$ cat src/common/dpmc_pkg.sv
package dpmc_pkg;
  // ----------------------------------------
  // clock and timing
  // ----------------------------------------
  localparam int unsigned CLK_HZ = 125_000_000;
  localparam int unsigned TMR_UNIT_MS = 1;
  localparam int unsigned TMR_UNIT_CYC = TMR_UNIT_MS * (CLK_HZ / 1000);

  // ----------------------------------------
  // register map (byte offsets)
  // ----------------------------------------
  localparam int unsigned ADDR_W = 5;
  localparam logic [4:0] OFF_CTRL = 5'h00;
  localparam logic [4:0] OFF_CMD = 5'h04;
  localparam logic [4:0] OFF_TMR = 5'h08;
  localparam logic [4:0] OFF_STATUS = 5'h0c;
  localparam logic [4:0] OFF_CHECK = 5'h10;
  localparam logic [1:0] RESP_OKAY = 2'h0;
  localparam logic [1:0] RESP_SLVERR = 2'h2;

  // ----------------------------------------
  // fields and reset values
  // ----------------------------------------
  localparam int unsigned CTRL_SOFT_RST = 0;
  localparam int unsigned CMD_PEND = 8;
  localparam int unsigned SB_BUSY = 0;
  localparam int unsigned SB_READY = 1;
  localparam int unsigned SB_SEEK = 2;
  localparam int unsigned SB_IFACE = 3;
  localparam int unsigned SB_MEDIA = 4;
  localparam int unsigned SB_UNLOADED = 5;
  localparam int unsigned SB_TIMER = 6;
  localparam int unsigned SB_MODE = 8;
  localparam logic [7:0] TMR_RST = 8'h00;
  localparam logic [7:0] CHK_RST = 8'h00;

  // ----------------------------------------
  // host commands and check answers
  // ----------------------------------------
  localparam logic [7:0] CMD_STBY_IMM = 8'he0;
  localparam logic [7:0] CMD_IDLE_IMM = 8'he1;
  localparam logic [7:0] CMD_STBY = 8'he2;
  localparam logic [7:0] CMD_IDLE = 8'he3;
  localparam logic [7:0] CMD_CHECK = 8'he5;
  localparam logic [7:0] CMD_SLEEP = 8'he6;
  localparam logic [7:0] CHK_STBY = 8'h00;
  localparam logic [7:0] CHK_TO_STBY = 8'h01;
  localparam logic [7:0] CHK_FROM_STBY = 8'h02;
  localparam logic [7:0] CHK_IDLE = 8'h80;
  localparam logic [7:0] CHK_ACTIVE = 8'hff;

  // ----------------------------------------
  // power modes and sequencer states
  // ----------------------------------------
  localparam logic [1:0] MODE_ACTIVE = 2'h0;
  localparam logic [1:0] MODE_IDLE = 2'h1;
  localparam logic [1:0] MODE_STBY = 2'h2;
  localparam logic [1:0] MODE_SLEEP = 2'h3;

  typedef enum logic [3:0] {
    ST_BOOT, ST_IDLE, ST_ACTIVE, ST_STBY, ST_SPINUP, ST_IUNLOAD, ST_FLUSH,
    ST_UNLOAD, ST_FLAGS, ST_BRAKE, ST_SPIN_WAIT, ST_POST, ST_SLEEP
  } dpmc_state_t;
endpackage

$ cat src/logic/dpmc_tmr.sv
`timescale 1ns/10ps
module dpmc_tmr
  import dpmc_pkg::*;
#(
  parameter int unsigned UNIT_CYC = TMR_UNIT_CYC
)
(
  // clock and reset
  input wire logic aclk,
  input wire logic aresetn,
  // control
  input wire logic load,
  input wire logic [7:0] count,
  input wire logic run,
  // event
  output logic expired
);
  localparam int unsigned PW = (UNIT_CYC > 1) ? $clog2(UNIT_CYC) : 1;
  localparam logic [PW-1:0] PRE_TOP = PW'(UNIT_CYC - 1);

  if (UNIT_CYC < 1) $error("timer unit must be at least one cycle");

  logic [7:0] cnt_q, cnt_d, rem_q, rem_d;
  logic [PW-1:0] pre_q, pre_d;
  logic exp_q, exp_d;

  // remaining count reloads whenever the timer is not running
  always_comb
  begin
    cnt_d = load ? count : cnt_q;
    rem_d = rem_q;
    pre_d = pre_q;
    exp_d = 1'b0;
    if (!run || load)
    begin
      rem_d = cnt_d;
      pre_d = PRE_TOP;
    end
    else if (rem_q != 8'h00)
    begin
      if (pre_q == '0)
      begin
        pre_d = PRE_TOP;
        rem_d = rem_q - 8'h01;
        exp_d = (rem_q == 8'h01);
      end
      else
        pre_d = pre_q - PW'(1);
    end
  end

  // state registers
  always_ff @(posedge aclk)
  begin
    if (!aresetn)
    begin
      cnt_q <= TMR_RST;
      rem_q <= TMR_RST;
      pre_q <= '0;
      exp_q <= 1'b0;
    end
    else
    begin
      cnt_q <= cnt_d;
      rem_q <= rem_d;
      pre_q <= pre_d;
      exp_q <= exp_d;
    end
  end

  assign expired = exp_q;
endmodule

$ cat src/logic/dpmc_axil.sv
`timescale 1ns/10ps
module dpmc_axil
  import dpmc_pkg::*;
(
  // clock and reset
  input wire logic aclk,
  input wire logic aresetn,
  // write channels
  input wire logic awvalid,
  output logic awready,
  input wire logic [ADDR_W-1:0] awaddr,
  input wire logic wvalid,
  output logic wready,
  input wire logic [31:0] wdata,
  input wire logic [3:0] wstrb,
  output logic bvalid,
  input wire logic bready,
  output logic [1:0] bresp,
  // read channels
  input wire logic arvalid,
  output logic arready,
  input wire logic [ADDR_W-1:0] araddr,
  output logic rvalid,
  input wire logic rready,
  output logic [31:0] rdata,
  output logic [1:0] rresp,
  // register side
  output logic wr_en,
  output logic [ADDR_W-1:0] wr_addr,
  output logic [31:0] wr_data,
  output logic [3:0] wr_strb,
  input wire logic wr_err,
  output logic rd_en,
  output logic [ADDR_W-1:0] rd_addr,
  input wire logic [31:0] rd_data,
  input wire logic rd_err
);
  logic aw_q, aw_d, w_q, w_d, ar_q, ar_d;
  logic awr_q, awr_d, wr_q, wr_d, arr_q, arr_d;
  logic bv_q, bv_d, rv_q, rv_d;
  logic [1:0] br_q, br_d, rr_q, rr_d;
  logic [ADDR_W-1:0] wa_q, wa_d, ra_q, ra_d;
  logic [31:0] wd_q, wd_d, rd_q, rd_d;
  logic [3:0] ws_q, ws_d;

  // address and data are held separately so either may come first
  always_comb
  begin
    aw_d = aw_q;
    w_d = w_q;
    ar_d = ar_q;
    wa_d = wa_q;
    wd_d = wd_q;
    ws_d = ws_q;
    ra_d = ra_q;
    bv_d = bv_q;
    br_d = br_q;
    rv_d = rv_q;
    rr_d = rr_q;
    rd_d = rd_q;
    if (awvalid && awr_q)
    begin
      aw_d = 1'b1;
      wa_d = awaddr;
    end
    if (wvalid && wr_q)
    begin
      w_d = 1'b1;
      wd_d = wdata;
      ws_d = wstrb;
    end
    wr_en = aw_q && w_q && !bv_q;
    if (wr_en)
    begin
      aw_d = 1'b0;
      w_d = 1'b0;
      bv_d = 1'b1;
      br_d = wr_err ? RESP_SLVERR : RESP_OKAY;
    end
    else if (bv_q && bready)
      bv_d = 1'b0;
    if (arvalid && arr_q)
    begin
      ar_d = 1'b1;
      ra_d = araddr;
    end
    rd_en = ar_q && !rv_q;
    if (rd_en)
    begin
      ar_d = 1'b0;
      rv_d = 1'b1;
      rd_d = rd_data;
      rr_d = rd_err ? RESP_SLVERR : RESP_OKAY;
    end
    else if (rv_q && rready)
      rv_d = 1'b0;
    awr_d = !aw_d && !bv_d;
    wr_d = !w_d && !bv_d;
    arr_d = !ar_d && !rv_d;
  end

  // channel registers
  always_ff @(posedge aclk)
  begin
    if (!aresetn)
    begin
      {aw_q, w_q, ar_q, awr_q, wr_q, arr_q, bv_q, rv_q} <= 8'h00;
      br_q <= RESP_OKAY;
      rr_q <= RESP_OKAY;
      wa_q <= '0;
      ra_q <= '0;
      wd_q <= 32'h0000_0000;
      rd_q <= 32'h0000_0000;
      ws_q <= 4'h0;
    end
    else
    begin
      {aw_q, w_q, ar_q, awr_q, wr_q, arr_q, bv_q, rv_q} <=
        {aw_d, w_d, ar_d, awr_d, wr_d, arr_d, bv_d, rv_d};
      br_q <= br_d;
      rr_q <= rr_d;
      wa_q <= wa_d;
      ra_q <= ra_d;
      wd_q <= wd_d;
      rd_q <= rd_d;
      ws_q <= ws_d;
    end
  end

  assign awready = awr_q;
  assign wready = wr_q;
  assign arready = arr_q;
  assign bvalid = bv_q;
  assign bresp = br_q;
  assign rvalid = rv_q;
  assign rdata = rd_q;
  assign rresp = rr_q;
  assign wr_addr = wa_q;
  assign wr_data = wd_q;
  assign wr_strb = ws_q;
  assign rd_addr = ra_q;
endmodule

$ cat src/logic/dpmc_top.sv
`timescale 1ns/10ps
module dpmc_top
  import dpmc_pkg::*;
#(
  parameter int unsigned UNIT_CYC = TMR_UNIT_CYC
)
(
  // clock and reset
  input wire logic aclk,
  input wire logic aresetn,
  // axi4-lite write
  input wire logic awvalid,
  output logic awready,
  input wire logic [ADDR_W-1:0] awaddr,
  input wire logic wvalid,
  output logic wready,
  input wire logic [31:0] wdata,
  input wire logic [3:0] wstrb,
  output logic bvalid,
  input wire logic bready,
  output logic [1:0] bresp,
  // axi4-lite read
  input wire logic arvalid,
  output logic arready,
  input wire logic [ADDR_W-1:0] araddr,
  output logic rvalid,
  input wire logic rready,
  output logic [31:0] rdata,
  output logic [1:0] rresp,
  // link and drive events
  input wire logic comreset,
  input wire logic puis_strap,
  input wire logic media_req,
  input wire logic idle_unload_req,
  input wire logic seek_start,
  input wire logic seek_settled,
  // mechanics handshake
  input wire logic flush_done,
  input wire logic unload_done,
  input wire logic spindle_stopped,
  input wire logic spin_ready,
  input wire logic post_done,
  output logic flush_req,
  output logic head_unload_step,
  output logic spindle_brake,
  output logic spin_up,
  output logic post_req,
  // status flags
  output logic busy_flag,
  output logic drive_ready_flag,
  output logic seek_complete_flag,
  output logic iface_active,
  output logic media_active,
  output logic cmd_done
);
  // ----------------------------------------
  // register bus
  // ----------------------------------------
  logic wr_en, wr_err, rd_en, rd_err;
  logic [ADDR_W-1:0] wr_addr, rd_addr;
  logic [31:0] wr_data, rd_data;
  logic [3:0] wr_strb;

  dpmc_axil u_bus (
    .aclk(aclk), .aresetn(aresetn),
    .awvalid(awvalid), .awready(awready), .awaddr(awaddr),
    .wvalid(wvalid), .wready(wready), .wdata(wdata), .wstrb(wstrb),
    .bvalid(bvalid), .bready(bready), .bresp(bresp),
    .arvalid(arvalid), .arready(arready), .araddr(araddr),
    .rvalid(rvalid), .rready(rready), .rdata(rdata), .rresp(rresp),
    .wr_en(wr_en), .wr_addr(wr_addr), .wr_data(wr_data), .wr_strb(wr_strb),
    .wr_err(wr_err), .rd_en(rd_en), .rd_addr(rd_addr), .rd_data(rd_data),
    .rd_err(rd_err)
  );

  // ----------------------------------------
  // state
  // ----------------------------------------
  dpmc_state_t st_q, st_d;
  logic pend_q, pend_d, to_sleep_q, to_sleep_d, by_cmd_q, by_cmd_d;
  logic seek_q, seek_d, unl_q, unl_d, tmr_en_q, tmr_en_d;
  logic [7:0] code_q, code_d, arg_q, arg_d, chk_q, chk_d;
  logic [1:0] mode_q, mode_d;
  logic busy_q, busy_d, rdy_q, rdy_d, ifc_q, ifc_d, med_q, med_d;
  logic fl_q, fl_d, ul_q, ul_d, br_q, br_d, su_q, su_d, pp_q, pp_d;
  logic done_q, done_d;
  logic tmr_load, tmr_run, tmr_exp, soft_rst, any_rst;
  logic [7:0] tmr_cnt;
  logic wr_hit;

  dpmc_tmr #(.UNIT_CYC(UNIT_CYC)) u_tmr (
    .aclk(aclk), .aresetn(aresetn), .load(tmr_load),
    .count(tmr_cnt), .run(tmr_run), .expired(tmr_exp)
  );

  // ----------------------------------------
  // register decode
  // ----------------------------------------
  // low two address bits are ignored, every register is one word
  always_comb
  begin
    wr_hit = wr_en && wr_strb[0];
    wr_err = !(wr_addr[4:2] inside {OFF_CTRL[4:2], OFF_CMD[4:2], OFF_TMR[4:2],
                                    OFF_STATUS[4:2], OFF_CHECK[4:2]});
    rd_err = 1'b0;
    rd_data = 32'h0000_0000;
    unique case (rd_addr[4:2])
      OFF_CTRL[4:2]: rd_data = 32'h0000_0000;
      OFF_CMD[4:2]: rd_data[8:0] = {pend_q, code_q};
      OFF_TMR[4:2]: rd_data[7:0] = arg_q;
      OFF_STATUS[4:2]:
      begin
        rd_data[SB_BUSY] = busy_q;
        rd_data[SB_READY] = rdy_q;
        rd_data[SB_SEEK] = seek_q;
        rd_data[SB_IFACE] = ifc_q;
        rd_data[SB_MEDIA] = med_q;
        rd_data[SB_UNLOADED] = unl_q;
        rd_data[SB_TIMER] = tmr_en_q;
        rd_data[SB_MODE+:2] = mode_q;
      end
      OFF_CHECK[4:2]: rd_data[7:0] = chk_q;
      default: rd_err = 1'b1;
    endcase
    soft_rst = wr_hit && (wr_addr[4:2] == OFF_CTRL[4:2]) && wr_data[CTRL_SOFT_RST];
    any_rst = soft_rst || comreset;
  end

  // ----------------------------------------
  // power-mode sequencer
  // ----------------------------------------
  always_comb
  begin
    st_d = st_q;
    pend_d = pend_q;
    code_d = code_q;
    arg_d = arg_q;
    chk_d = chk_q;
    to_sleep_d = to_sleep_q;
    by_cmd_d = by_cmd_q;
    seek_d = seek_q;
    unl_d = unl_q;
    tmr_en_d = tmr_en_q;
    tmr_load = 1'b0;
    tmr_cnt = arg_q;
    done_d = 1'b0;
    if (wr_hit && (wr_addr[4:2] == OFF_TMR[4:2]))
      arg_d = wr_data[7:0];
    // commands are taken only while awake and no command is pending
    if (wr_hit && (wr_addr[4:2] == OFF_CMD[4:2]) && !pend_q && st_q != ST_SLEEP)
    begin
      pend_d = 1'b1;
      code_d = wr_data[7:0];
    end
    if (seek_start)
      seek_d = 1'b0;
    else if (seek_settled)
      seek_d = 1'b1;
    // a check is served at once in every state but ST_FLAGS, so that transitions can be reported
    if (pend_q && code_q == CMD_CHECK && st_q != ST_FLAGS)
    begin
      pend_d = 1'b0;
      done_d = 1'b1;
      unique case (st_q)
        ST_ACTIVE: chk_d = CHK_ACTIVE;
        ST_IDLE, ST_IUNLOAD, ST_BOOT: chk_d = CHK_IDLE;
        ST_STBY, ST_SLEEP: chk_d = CHK_STBY;
        ST_SPINUP: chk_d = CHK_FROM_STBY;
        default: chk_d = CHK_TO_STBY;
      endcase
    end
    unique case (st_q)
      ST_BOOT: st_d = puis_strap ? ST_STBY : ST_IDLE;
      ST_IDLE, ST_STBY, ST_ACTIVE:
      begin
        if (pend_q && code_q != CMD_CHECK)
        begin
          pend_d = 1'b0;
          if (code_q == CMD_IDLE || code_q == CMD_IDLE_IMM)
          begin
            st_d = ST_IDLE;
            done_d = 1'b1;
            if (code_q == CMD_IDLE)
            begin
              tmr_load = 1'b1;
              tmr_en_d = 1'b1;
            end
          end
          else if (code_q inside {CMD_STBY, CMD_STBY_IMM, CMD_SLEEP})
          begin
            st_d = (st_q == ST_STBY && code_q != CMD_SLEEP) ? ST_STBY : ST_FLUSH;
            done_d = (st_d == ST_STBY);
            to_sleep_d = (code_q == CMD_SLEEP);
            by_cmd_d = 1'b1;
            tmr_load = (code_q == CMD_STBY);
          end
          else
            done_d = 1'b1;
        end
        else if (st_q == ST_ACTIVE)
        begin
          if (!media_req)
            st_d = ST_IDLE;
        end
        else if (st_q == ST_STBY)
        begin
          if (media_req)
            st_d = ST_SPINUP;
        end
        else if (media_req)
          st_d = ST_ACTIVE;
        else if (tmr_exp)
        begin
          st_d = ST_FLUSH;
          to_sleep_d = 1'b0;
          by_cmd_d = 1'b0;
        end
        else if (idle_unload_req && !unl_q)
          st_d = ST_IUNLOAD;
      end
      ST_SPINUP: if (spin_ready) st_d = ST_ACTIVE;
      ST_IUNLOAD:
      begin
        if (unload_done)
        begin
          unl_d = 1'b1;
          st_d = ST_IDLE;
        end
      end
      ST_FLUSH: if (flush_done) st_d = ST_UNLOAD;
      ST_UNLOAD:
      begin
        if (unload_done)
        begin
          unl_d = 1'b1;
          st_d = ST_FLAGS;
        end
      end
      ST_FLAGS:
      begin
        seek_d = 1'b1;
        done_d = by_cmd_q;
        st_d = ST_BRAKE;
      end
      ST_BRAKE: st_d = ST_SPIN_WAIT;
      ST_SPIN_WAIT: if (spindle_stopped) st_d = ST_POST;
      ST_POST: if (post_done) st_d = to_sleep_q ? ST_SLEEP : ST_STBY;
      ST_SLEEP: if (any_rst) st_d = ST_STBY;
    endcase
    if (st_d == ST_ACTIVE)
      unl_d = 1'b0;
    if (st_d == ST_STBY || st_d == ST_SLEEP)
      seek_d = 1'b1;
    // link reset keeps the mode outside sleep, but clears and stops the standby timer count
    if (comreset)
    begin
      tmr_load = 1'b1;
      tmr_cnt = TMR_RST;
      tmr_en_d = 1'b0;
    end
    tmr_run = tmr_en_q && st_q == ST_IDLE && !pend_q;
  end

  // ----------------------------------------
  // registered flags and mechanics strobes
  // ----------------------------------------
  // decoded from the next state so outputs line up with it
  always_comb
  begin
    busy_d = pend_d || st_d inside {ST_FLUSH, ST_UNLOAD, ST_SPINUP, ST_BOOT};
    rdy_d = st_d != ST_SLEEP;
    ifc_d = st_d != ST_SLEEP;
    med_d = st_d inside {ST_ACTIVE, ST_IDLE, ST_IUNLOAD};
    fl_d = st_d == ST_FLUSH;
    ul_d = st_d inside {ST_UNLOAD, ST_IUNLOAD};
    br_d = st_d inside {ST_BRAKE, ST_SPIN_WAIT};
    su_d = st_d == ST_SPINUP;
    pp_d = st_d == ST_POST;
    unique case (st_d)
      ST_ACTIVE, ST_SPINUP: mode_d = MODE_ACTIVE;
      ST_IDLE, ST_IUNLOAD, ST_BOOT: mode_d = MODE_IDLE;
      ST_SLEEP: mode_d = MODE_SLEEP;
      default: mode_d = MODE_STBY;
    endcase
  end

  always_ff @(posedge aclk)
  begin
    if (!aresetn)
    begin
      st_q <= ST_BOOT;
      {pend_q, to_sleep_q, by_cmd_q, seek_q, unl_q, tmr_en_q} <= 6'h00;
      code_q <= 8'h00;
      arg_q <= TMR_RST;
      chk_q <= CHK_RST;
      mode_q <= MODE_IDLE;
      {busy_q, rdy_q, ifc_q, med_q, done_q} <= 5'h00;
      {fl_q, ul_q, br_q, su_q, pp_q} <= 5'h00;
    end
    else
    begin
      st_q <= st_d;
      {pend_q, to_sleep_q, by_cmd_q, seek_q, unl_q, tmr_en_q} <=
        {pend_d, to_sleep_d, by_cmd_d, seek_d, unl_d, tmr_en_d};
      code_q <= code_d;
      arg_q <= arg_d;
      chk_q <= chk_d;
      mode_q <= mode_d;
      {busy_q, rdy_q, ifc_q, med_q, done_q} <= {busy_d, rdy_d, ifc_d, med_d, done_d};
      {fl_q, ul_q, br_q, su_q, pp_q} <= {fl_d, ul_d, br_d, su_d, pp_d};
    end
  end

  assign flush_req = fl_q;
  assign head_unload_step = ul_q;
  assign spindle_brake = br_q;
  assign spin_up = su_q;
  assign post_req = pp_q;
  assign busy_flag = busy_q;
  assign drive_ready_flag = rdy_q;
  assign seek_complete_flag = seek_q;
  assign iface_active = ifc_q;
  assign media_active = med_q;
  assign cmd_done = done_q;
endmodule

$ cat config.mk
export PLATFORM = sky130hd
export DESIGN_NAME = dpmc_top
export DESIGN_NICKNAME = d
export VERILOG_FILES = /design/src/common/dpmc_pkg.sv /design/src/logic/dpmc_tmr.sv /design/src/logic/dpmc_axil.sv /design/src/logic/dpmc_top.sv
export SDC_FILE = /design/constraint.sdc
export NUM_CORES = 1
export LEC_CHECK = 0
export ABC_AREA = 0
export BUFFER_PORTS_ARGS = -buffer_cell sky130_fd_sc_hd__buf_2
export CORE_MARGIN = 2
export CORE_UTILIZATION = 58
export CTS_CLUSTER_DIAMETER = 100
export CTS_CLUSTER_SIZE = 10
export DETAILED_ROUTE_END_ITERATION = 8
export PLACE_DENSITY = 0.93
export REMOVE_ABC_BUFFERS = 1
export SYNTH_ARGS = -nofsm -noshare
export SYNTH_HDL_FRONTEND = slang
export SYNTH_SLANG_ARGS = --single-unit
$ cat constraint.sdc
create_clock -name aclk -period 7.6 [get_ports aclk]
set_input_delay 0.76 -clock aclk [delete_from_list [all_inputs] [get_ports aclk]]
set_output_delay 0.76 -clock aclk [all_outputs]
set_load 0.05 [all_outputs]
==> reports/results.tsv, run 1 <==
metric	value	unit
share of cells above drive strength 1	0.132	
Tightest Hold Check Type	register to register	
wire per inst	16.0	um
CTS root buf	clkbuf_8	
Area Overhead vs Synth	8.18	%
Setup crit start kind	register	
multi-input logic area	0.00276	sq mm
Max Fanout on Critical Path	22	
# fillers	725	
row cnt	34	
Hold Crit Start	u_bus.wr_strb[0]$_SDFFE_PN0P_	
# diodes	0	
Period minus WS final	3.03	ns
chip width	98.9	um
worst skew pair latency	0.39	ns
H-tree levels	3	
Yosys reg bits	110	
Pre-Repair DR Iteration Count	5	
pwr/cell area	239	mW/mm^2
CP arrival	3.33	ns
final wirelength	12700	um
ys flop type	dfxtp_1	
vias per std cell	5.79	
cts repair resizes	0	
Post-CTS Repair Setup Buffers	0	
Max transition margin	0.440	
clock sinks	110	
CP Class	register to register	
P_int	868	uW
post-synth cell types	61	
Final nets	749	
Clk pwr share	0.283	
die area	0.00979	sq mm
worst clock skew	0.0226	ns
register area share after synthesis	0.421	
reg2reg start	st_q[0]$_SDFF_PN0_	
final setup vio count	0	
WP data required	7.90	ns
initial antenna violation count	0	
Placer Congestion	0.931	
vias	4607	
Clk pin slew, worst setup/hold paths	0.12	ns
DRT antenna net count	0	
Syn Std Cell Area	0.00523	sq mm
switching share of power	0.357	
largest net degree at the start of global routing	47	
1st-iter DRT viols	268	
switching pwr	482	uW
DRC Markers	0	
Util after Layout	0.649	
endpoints failing hold	0	
Worst Setup SP	st_q[0]$_SDFF_PN0_	
Die H	98.9	um
outcome	finished clean	
synth cell count leaders	dfxtp_1, nor2_1, nand2_1	
top-count cell post-synth	dfxtp_1	
Post-CTS Hold Fix Bufs	0	
Flop pwr share	0.490	
Synth area leaders	dfxtp_1, nor2_1, a21oi_1, nand2_1, mux2i_1	
port bufs	60	
Synth Instances	641	
crit path capture type	register	
Sequential Area	0.00220	sq mm
I/O pins	116	
Initial Util	0.600	
final max-slew violation count	0	
vias in the first global route	4233	
Tot GR Track Use	0.259	
RSZ-0062 raised after global routing	no	
placed wire-length estimate	9110	um
CTS tree	yes	
Leak	2.26	nW
Logic pwr share	0.228	
global-route wire length before repair	20600	um
Syn. warnings	0	
area fraction of the dominant cell type after synthesis	0.421	
syn_area_per_cell	8.16	sq um
Least-Margin Pin Slew	0.832	ns
Peak VDD IR	0.000140	V
Core Area	0.00872	sq mm
GR Overflow Total	0	
area leader, netlist	dfxtp_1	
share of synthesized registers carrying an async set or reset	0	
Max Cap Viol	0	
fin crit share	0.398	
Longest Clk Path Bufs	2	
Max Fclk	330	MHz
CTS Buf Count	9	
number of synthesized flops with an enable pin	0	
setup TNS	0	ns
==> layer usage <==
layer / vias up / wire length (um) / global-route usage
met5: - / 0 / 0
met4: 0 / 120 / 0.0569
met3: 14 / 992 / 0.0589
met2: 196 / 6230 / 0.442
met1: 2136 / 5370 / 0.335
li1: 2261 / - / -
==> worst max-delay path: stages, from the launching register on <==
cell       delay [ns]
dfxtp_1          0.83
nor2_1           0.29
nor3_1           0.43
and3_1           0.59
mux2i_1          0.29
nor2_1           0.10
a2bb2oi_1        0.14
o221a_2          0.26
==> power by group through the flow <==
| stage | Clock (mW) | Sequential [mW] | Combinational [mW] |
|---|---|---|---|
| 2_1_floorplan | 0 | 0.693 | 0.194 |
| 3_3_place_gp | 0 | 0.671 | 0.296 |
| 3_5_place_dp | 0 | 0.673 | 0.301 |
| 4_1_cts | 0.382 | 0.659 | 0.303 |
| 5_1_grt | 0.400 | 0.666 | 0.331 |
| 6_report | 0.382 | 0.661 | 0.307 |
==> stage by stage <==
step / instances / setup slack, ns / power [mW] / hold slack (ns) / instance area (sq um)
global route: 795 / 4.43 / 1.40 / 0.492 / 5660
global placement: 779 / 4.78 / 0.967 / 0.433 / 5440
floorplan: 610 / 5.17 / 0.887 / 0.432 / 5000
detailed placement: 779 / 4.72 / 0.974 / 0.451 / 5440
finish: 795 / 4.57 / 1.35 / 0.467 / 5660
CTS: 795 / 4.72 / 1.34 / 0.465 / 5660
==> path summary, 6_finish.rpt <==
| kind | endpoint | slack (ns) | depth (start not counted) |
|---|---|---|---|
| hold reg to reg | u_bus.wr_strb[0]$_SDFFE_PN0P_ | 0.47 | 2 |
| setup / recovery | u_tmr.rem_q[4]$_SDFFE_PN0P_ | 4.57 | 7 |
| hold / removal | u_bus.wr_strb[0]$_SDFFE_PN0P_ | 0.47 | 2 |
| setup reg to reg | u_tmr.rem_q[4]$_SDFFE_PN0P_ | 4.57 | 7 |
==> state kept, by name, summed over array words and instances, names as in the netlist, 3 cells and up <==
| name | flops |
|---|---|
| u_bus.rd_addr | 3 |
| code_q | 8 |
| u_bus.wr_data | 8 |
| u_tmr.rem_q | 8 |
| chk_q | 4 |
| u_tmr.cnt_q | 8 |
| arg_q | 8 |
| u_bus.rdata | 10 |
| u_tmr.pre_q | 17 |
| u_bus.wr_addr | 3 |
| st_q | 4 |
==> layout by cell type, fill, tap and decap left out, types with 2 or more instances in the layout <==
cell      instances
ha_1              3
mux2i_1          26
and3b_1           2
nand3_1          19
xnor2_1          17
nand2b_1          8
or4_1             2
nor3_1           18
a31oi_1           5
nand2_1          75
a22oi_1           2
dfxtp_1         110
or3_1             3
a211oi_1          2
and2_1            8
o211ai_1          4
conb_1           24
inv_1             9
o22ai_1           2
clkbuf_8         10
or3_2             2
and3_1            9
nor2_1           87
nor2b_1          15
o21ai_0          30
a32oi_1           2
a21oi_1          63
nand4b_1          3
xor2_1            7
nand4_1           3
nor4b_1           3
nor4_1           11
mux2_2            5
buf_2            60
nand3b_1          6
nor3b_1           3
==> layout make-up <==
| cell class | instances | area share |
|---|---|---|
| clock buffer | 10 | 0.0243 |
| sequential | 110 | 0.389 |
| clock inverter | 6 | 0.0139 |
| tap | 108 | 0.0239 |
| timing repair buffer | 61 | 0.0544 |
| multi-input combinational | 490 | 0.488 |
| inverter | 10 | 0.00664 |
==> logic make-up (layout without fill, tap and decap cells) <==
group / Yosys count / in the layout / share of synthesized area
DFF: 110 / 110 / 0.421
other: 1 / 24 / 0.000717
xor gates and xnor gates: 24 / 24 / 0.0402
adders and majority gates: 3 / 3 / 0.00718
buffers and inverters: 64 / 87 / 0.0680
muxes: 31 / 31 / 0.0605
AOI/OAI and AO/OA: 126 / 126 / 0.141
and+or+nand+nor: 282 / 282 / 0.261
Power figures use the tool's default switching activity.
==> inputs of run 2 (changes only) <==
--- a/config.mk
+++ b/config.mk
@@ -8,11 +8,11 @@
 export ABC_AREA = 0
 export BUFFER_PORTS_ARGS = -buffer_cell sky130_fd_sc_hd__buf_2
 export CORE_MARGIN = 2
-export CORE_UTILIZATION = 58
+export CORE_UTILIZATION = 49
 export CTS_CLUSTER_DIAMETER = 100
 export CTS_CLUSTER_SIZE = 10
 export DETAILED_ROUTE_END_ITERATION = 8
-export PLACE_DENSITY = 0.93
+export PLACE_DENSITY = 0.84
 export REMOVE_ABC_BUFFERS = 1
 export SYNTH_ARGS = -nofsm -noshare
 export SYNTH_HDL_FRONTEND = slang
==> constraint.sdc (replaced) <==
create_clock -name aclk -period 2.7 [get_ports aclk]
set_input_delay 0.27 -clock aclk [delete_from_list [all_inputs] [get_ports aclk]]
set_output_delay 0.27 -clock aclk [all_outputs]
set_load 0.05 [all_outputs]
==> run 2 against run 1 <==
  * Final area is 2.5% higher
  * First-iteration DRC count is 6.0% lower
  * Fmax is 23% higher
  * Critical path type unchanged
  * Largest cell class unchanged
==> reports/results.tsv, run 2 (synthesized netlist as in run 1, its figures left out) <==
metric	value	unit
outcome	finished clean	
reg2reg start	u_tmr.rem_q[0]$_SDFFE_PN0P_	
Placer Congestion	0.901	
# fillers	937	
Setup crit start kind	register	
row cnt	37	
RSZ-0062 raised after global routing	no	
Post-CTS Hold Fix Bufs	0	
vias per std cell	5.48	
worst skew pair latency	0.38	ns
CP delay by family, top	simple AND/OR/NAND/NOR gates	
Clk pin slew, worst setup/hold paths	0.11	ns
Initial Util	0.506	
Tot GR Track Use	0.215	
Tightest Hold Check Type	primary input to register	
WP data required	2.95	ns
DRC Markers	0	
Biggest register	u_tmr.pre_q	
critical path's slowest cell	or4_4	
share of cells above drive strength 1	0.152	
final max-slew violation count	0	
CP Buf/Inv Count	1	
most common cell after layout, fill and taps aside	dfxtp_1	
H-tree levels	3	
vias	4595	
CTS Buf Count	9	
Die H	107	um
CP arrival	2.72	ns
dpl cells	823	
Least-Margin Pin Slew	0.626	ns
endpoints failing hold	0	
initial antenna violation count	0	
Max Cap Viol	0	
setup TNS	0	ns
pwr/cell area	662	mW/mm^2
Hold Crit Start	wdata[5]	
Post-CTS Repair Setup Buffers	0	
# diodes	0	
final setup vio count	0	
die area	0.0115	sq mm
reg2reg end	u_tmr.rem_q[3]$_SDFFE_PN0P_	
Core Area	0.0103	sq mm
cts repair resizes	0	
crit path capture type	register	
I/O pins	116	
max reg flops	17	
max incr delay on CP	0.61	ns
placed wire-length estimate	9180	um
Leak	2.33	nW
Longest Clk Path Bufs	2	
Max Fanout on Critical Path	10	
WHS Path Cells	3	
fin cells	839	
fin crit share	0.911	
FF-to-FF setup slack	0.24	ns
Max transition margin	0.582	
1st-iter DRT viols	252	
CTS tree	yes	
CP Class	register to register	
DRT antenna net count	0	
GR Overflow Total	0	
Peak VDD IR	0.000297	V
Period minus WS final	2.46	ns
commonest non-fill, non-tap cells in the layout	dfxtp_1, nor2_1, nand2_1	
worst clock skew	0.0111	ns
Final nets	765	
Register-to-Register Path Depth	9	
largest net degree at the start of global routing	48	
chip width	107	um
wire per inst	14.6	um
global-route wire length before repair	19900	um
CTS root buf	clkbuf_8	
Pre-Repair DR Iteration Count	5	
vias in the first global route	4282	
Area Overhead vs Synth	10.9	%
port bufs	60	
clock sinks	110	
hold endpoint	u_bus.wr_data[5]$_SDFFE_PN0P_	
Max Fclk	406	MHz
worst-path cell chain	inv_1 > ha_1 > nor3b_1 > a21bo_1 > or4_4 > nor4_1 > xor2_1 > a21oi_1 > nor2_1	
final wirelength	12300	um
==> run 2: routing by layer <==
metal / up-vias / GRT usage / part of all wire
li1: 2294 / - / -
met1: 2149 / 0.264 / 0.43
met2: 137 / 0.379 / 0.50
met3: 15 / 0.0400 / 0.054
met4: 0 / 0.0705 / 0.019
met5: - / 0 / 0
==> run 2: report_power, final <==
part,switching (mW),internal (mW),leakage [nW]
Sequential,0.0895,1.71,0.895
Clock,0.580,0.442,0.102
Combinational,0.679,0.343,1.33
==> run 2: stage by stage <==
step                utilization  cell area, sq um  setup WS [ns]  power [mW]  hold slack [ns]
CTS                       0.562              5800          0.237        3.85            0.107
floorplan                     -              5000          0.371        2.50            0.378
global route              0.562              5800         0.0338        4.01            0.118
finish                    0.562              5800          0.240        3.84            0.119
global placement          0.542              5600          0.345        2.82            0.421
detailed placement        0.542              5600          0.250        2.84            0.435
==> run 2: how the worst max path moves through the flow <==
stage / startpoint / end / depth (start not counted)
floorplan: u_tmr.rem_q[0]$_SDFFE_PN0P_ / u_tmr.rem_q[6]$_SDFFE_PN0P_ / 9
global placement: u_tmr.rem_q[0]$_SDFFE_PN0P_ / u_tmr.rem_q[6]$_SDFFE_PN0P_ / 9
detailed placement: u_tmr.rem_q[0]$_SDFFE_PN0P_ / u_tmr.rem_q[6]$_SDFFE_PN0P_ / 9
CTS: u_tmr.rem_q[0]$_SDFFE_PN0P_ / u_tmr.rem_q[6]$_SDFFE_PN0P_ / 9
global route: u_tmr.rem_q[0]$_SDFFE_PN0P_ / u_tmr.rem_q[3]$_SDFFE_PN0P_ / 9
finish: u_tmr.rem_q[0]$_SDFFE_PN0P_ / u_tmr.rem_q[3]$_SDFFE_PN0P_ / 9
==> run 2: layout make-up <==
cell class / instances / area [sq um] / share of cell area
clock inverter: 7 / 80.1 / 0.0138
timing repair buffer: 77 / 428 / 0.0738
clock buffer: 9 / 124 / 0.0214
inverter: 10 / 37.5 / 0.00647
tap: 136 / 170 / 0.0293
multi-input combinational: 490 / 2760 / 0.476
sequential: 110 / 2200 / 0.380
==> run 2: tightest hold or removal path, delay by kind of cell <==
kind            cells  cell delay (ns)
simple gates        1             0.05
buf+inv             1             0.09
compound gates      1             0.05
==> inputs of run 3 (changes only) <==
--- a/config.mk
+++ b/config.mk
@@ -5,14 +5,14 @@
 export SDC_FILE = /design/constraint.sdc
 export NUM_CORES = 1
 export LEC_CHECK = 0
-export ABC_AREA = 0
+export ABC_AREA = 1
 export BUFFER_PORTS_ARGS = -buffer_cell sky130_fd_sc_hd__buf_2
 export CORE_MARGIN = 2
-export CORE_UTILIZATION = 49
+export CORE_UTILIZATION = 50
 export CTS_CLUSTER_DIAMETER = 100
-export CTS_CLUSTER_SIZE = 10
+export CTS_CLUSTER_SIZE = 8
 export DETAILED_ROUTE_END_ITERATION = 8
-export PLACE_DENSITY = 0.84
+export PLACE_DENSITY = 0.85
 export REMOVE_ABC_BUFFERS = 1
 export SYNTH_ARGS = -nofsm -noshare
 export SYNTH_HDL_FRONTEND = slang
==> run 3 against run 2 <==
  * Clock power shrank 13%
  * Fmax is 22% higher
  * Count of clock-buffer cells in the layout unchanged
  * Synthesized cell count up 23%
  * Final cell count grew 18%
  * Routed wire length down 0.25%
  * Hold slack better by 0.027 ns
  * Non-clock buffer count decreased by 13
  * Largest cell class unchanged
==> reports/results.tsv, run 3 <==
metric	value	unit
Max Cap Viol	0	
largest net degree at the start of global routing	54	
share of cells above drive strength 1	0.157	
Tightest Hold Check Type	primary input to register	
CTS tree	yes	
vias	5041	
Initial Util	0.511	
endpoints failing hold	0	
cts repair resizes	0	
CTS root buf	clkbuf_8	
CP arrival	2.33	ns
Synth Instances	790	
Top cell by count, worst path	inv_1	
outcome	finished clean	
area leader, netlist	dfxtp_1	
worst clock skew	0.0140	ns
Setup crit start kind	register	
wire per inst	12.4	um
vias per std cell	5.10	
Tot GR Track Use	0.208	
Max Fclk	494	MHz
max reg flops	17	
Synth area leaders	dfxtp_1, nand2_1, nor2_1, inv_1, o21ai_0	
number of synthesized flops with an enable pin	0	
# fillers	1050	
Post-CTS Hold Fix Bufs	0	
post-synth cell types	46	
GR Overflow Total	0	
area fraction of the dominant cell type after synthesis	0.400	
DRT antenna net count	0	
H-tree levels	3	
fin crit share	0.749	
crit path capture type	register	
final setup vio count	0	
Syn. warnings	0	
port bufs	60	
vias in the first global route	4322	
Longest Clk Path Bufs	2	
Max transition margin	0.509	
Area Overhead vs Synth	8.86	%
Core Area	0.0108	sq mm
clock sinks	110	
placed wire-length estimate	9060	um
1st-iter DRT viols	332	
Die H	109	um
most common cell after layout, fill and taps aside	nand2_1	
setup TNS	0	ns
Power Total	3.83	mW
Biggest register	u_tmr.pre_q	
# diodes	0	
commonest non-fill, non-tap cells in the layout	nand2_1, nor2_1, dfxtp_1	
DRC Markers	0	
worst skew pair latency	0.36	ns
Max Fanout on Critical Path	13	
Least-Margin Pin Slew	0.734	ns
Leak	2.65	nW
final max-slew violation count	0	
CTS Buf Count	9	
die area	0.0119	sq mm
final wirelength	12200	um
Placer Congestion	0.944	
Peak VDD IR	0.000339	V
row cnt	38	
synth cell count leaders	nand2_1, nor2_1, dfxtp_1	
global-route wire length before repair	19800	um
share of synthesized registers carrying an async set or reset	0	
pwr/cell area	639	mW/mm^2
chip width	109	um
initial antenna violation count	0	
I/O pins	116	
Clk pin slew, worst setup/hold paths	0.10	ns
CP Class	register to register	
Final nets	912	
worst-path cell chain	inv_1 > ha_1 > nand2_1 > nor2_1 > nand4_1 > nor2_1 > nand2_2 > nand2_4 > inv_1 > a21oi_1 > nand2_1 > inv_1	
Syn Std Cell Area	0.00551	sq mm
WP data required	3.01	ns
register area share after synthesis	0.400	
Pre-Repair DR Iteration Count	4	
Period minus WS final	2.02	ns
critical path's slowest cell	dfxtp_1	
top-count cell post-synth	nand2_1	
Yosys reg bits	110	
max incr delay on CP	0.31	ns
ys flop type	dfxtp_1	
Post-CTS Repair Setup Buffers	0	
RSZ-0062 raised after global routing	no	
syn_area_per_cell	6.98	sq um
run 3: changes by cell type in the layout (fill, tap and decap cells not counted), sizes merged, moves of 14 or more:
cell	previous run	this run
nor2b	15	0
nor2	87	156
mux2i	26	0
o21ai	30	70
inv	12	92
xnor2	17	3
nand3	19	39
nand2	75	157
run 3: layer usage:
| layer | track usage | vias up | share of wire |
|---|---|---|---|
| met3 | 0.0305 | 14 | 0.058 |
| li1 | - | 2618 | - |
| met5 | 0 | - | 0 |
| met4 | 0.0495 | 0 | 0.012 |
| met2 | 0.329 | 160 | 0.44 |
| met1 | 0.297 | 2249 | 0.49 |
run 3: power breakdown:
group,internal [mW],total (mW),switching [mW]
clock network,0.338,0.891,0.553
logic,0.311,1.14,0.829
registers,1.72,1.80,0.0874
total,2.36,3.83,1.47
run 3: worst paths after layout:
| kind | start | endpoint | slack [ns] | depth (start not counted) |
|---|---|---|---|---|
| setup / recovery | u_tmr.pre_q[0]$_SDFFE_PN0P_ | u_tmr.rem_q[7]$_SDFFE_PN0P_ | 0.68 | 12 |
| hold reg to reg | u_bus.ar_q$_SDFF_PN0_ | u_bus.arready$_SDFF_PN0_ | 0.43 | 1 |
| hold / removal | wdata[1] | u_bus.wr_data[1]$_SDFFE_PN0P_ | 0.15 | 3 |
| setup reg to reg | u_tmr.pre_q[0]$_SDFFE_PN0P_ | u_tmr.rem_q[7]$_SDFFE_PN0P_ | 0.68 | 12 |
run 3: area by class of cell:
class	count	area, sq um	share of cell area
sequential	110	2200	0.367
inverter	92	345	0.0576
tap	140	175	0.0292
clock buffer	9	124	0.0207
clock inverter	6	46.3	0.00772
timing repair buffer	64	330	0.0551
multi-input combinational	568	2780	0.463
run 3: logic make-up (layout without fill, tap and decap cells):
kind of cell,Yosys count,after routing,share of synthesized area
fa+ha+maj,3,3,0.00681
xor+xnor,13,13,0.0207
flops,110,110,0.400
compound gates,150,150,0.156
buf+inv,135,171,0.112
simple gates,378,378,0.303
other cells,1,24,0.000681
run 3: critical path: cells and delay by family (launching register included):
family,cells,cell delay [ns]
simple gates,7,1.04
compound gates,1,0.15
flops,1,0.31
fa+ha+maj,1,0.19
buf+inv,3,0.30
run 3: per-stage QoR:
stage	utilization	area [sq um]	hold slack [ns]	setup slack, ns	cells
after floorplan	-	5320	0.368	0.961	770
after global placement	0.540	5830	0.406	0.786	974
after detailed placement	0.540	5830	0.409	0.724	974
after CTS	0.556	6000	0.135	0.686	989
after global routing	0.556	6000	0.126	0.470	989
final	0.556	6000	0.147	0.678	989
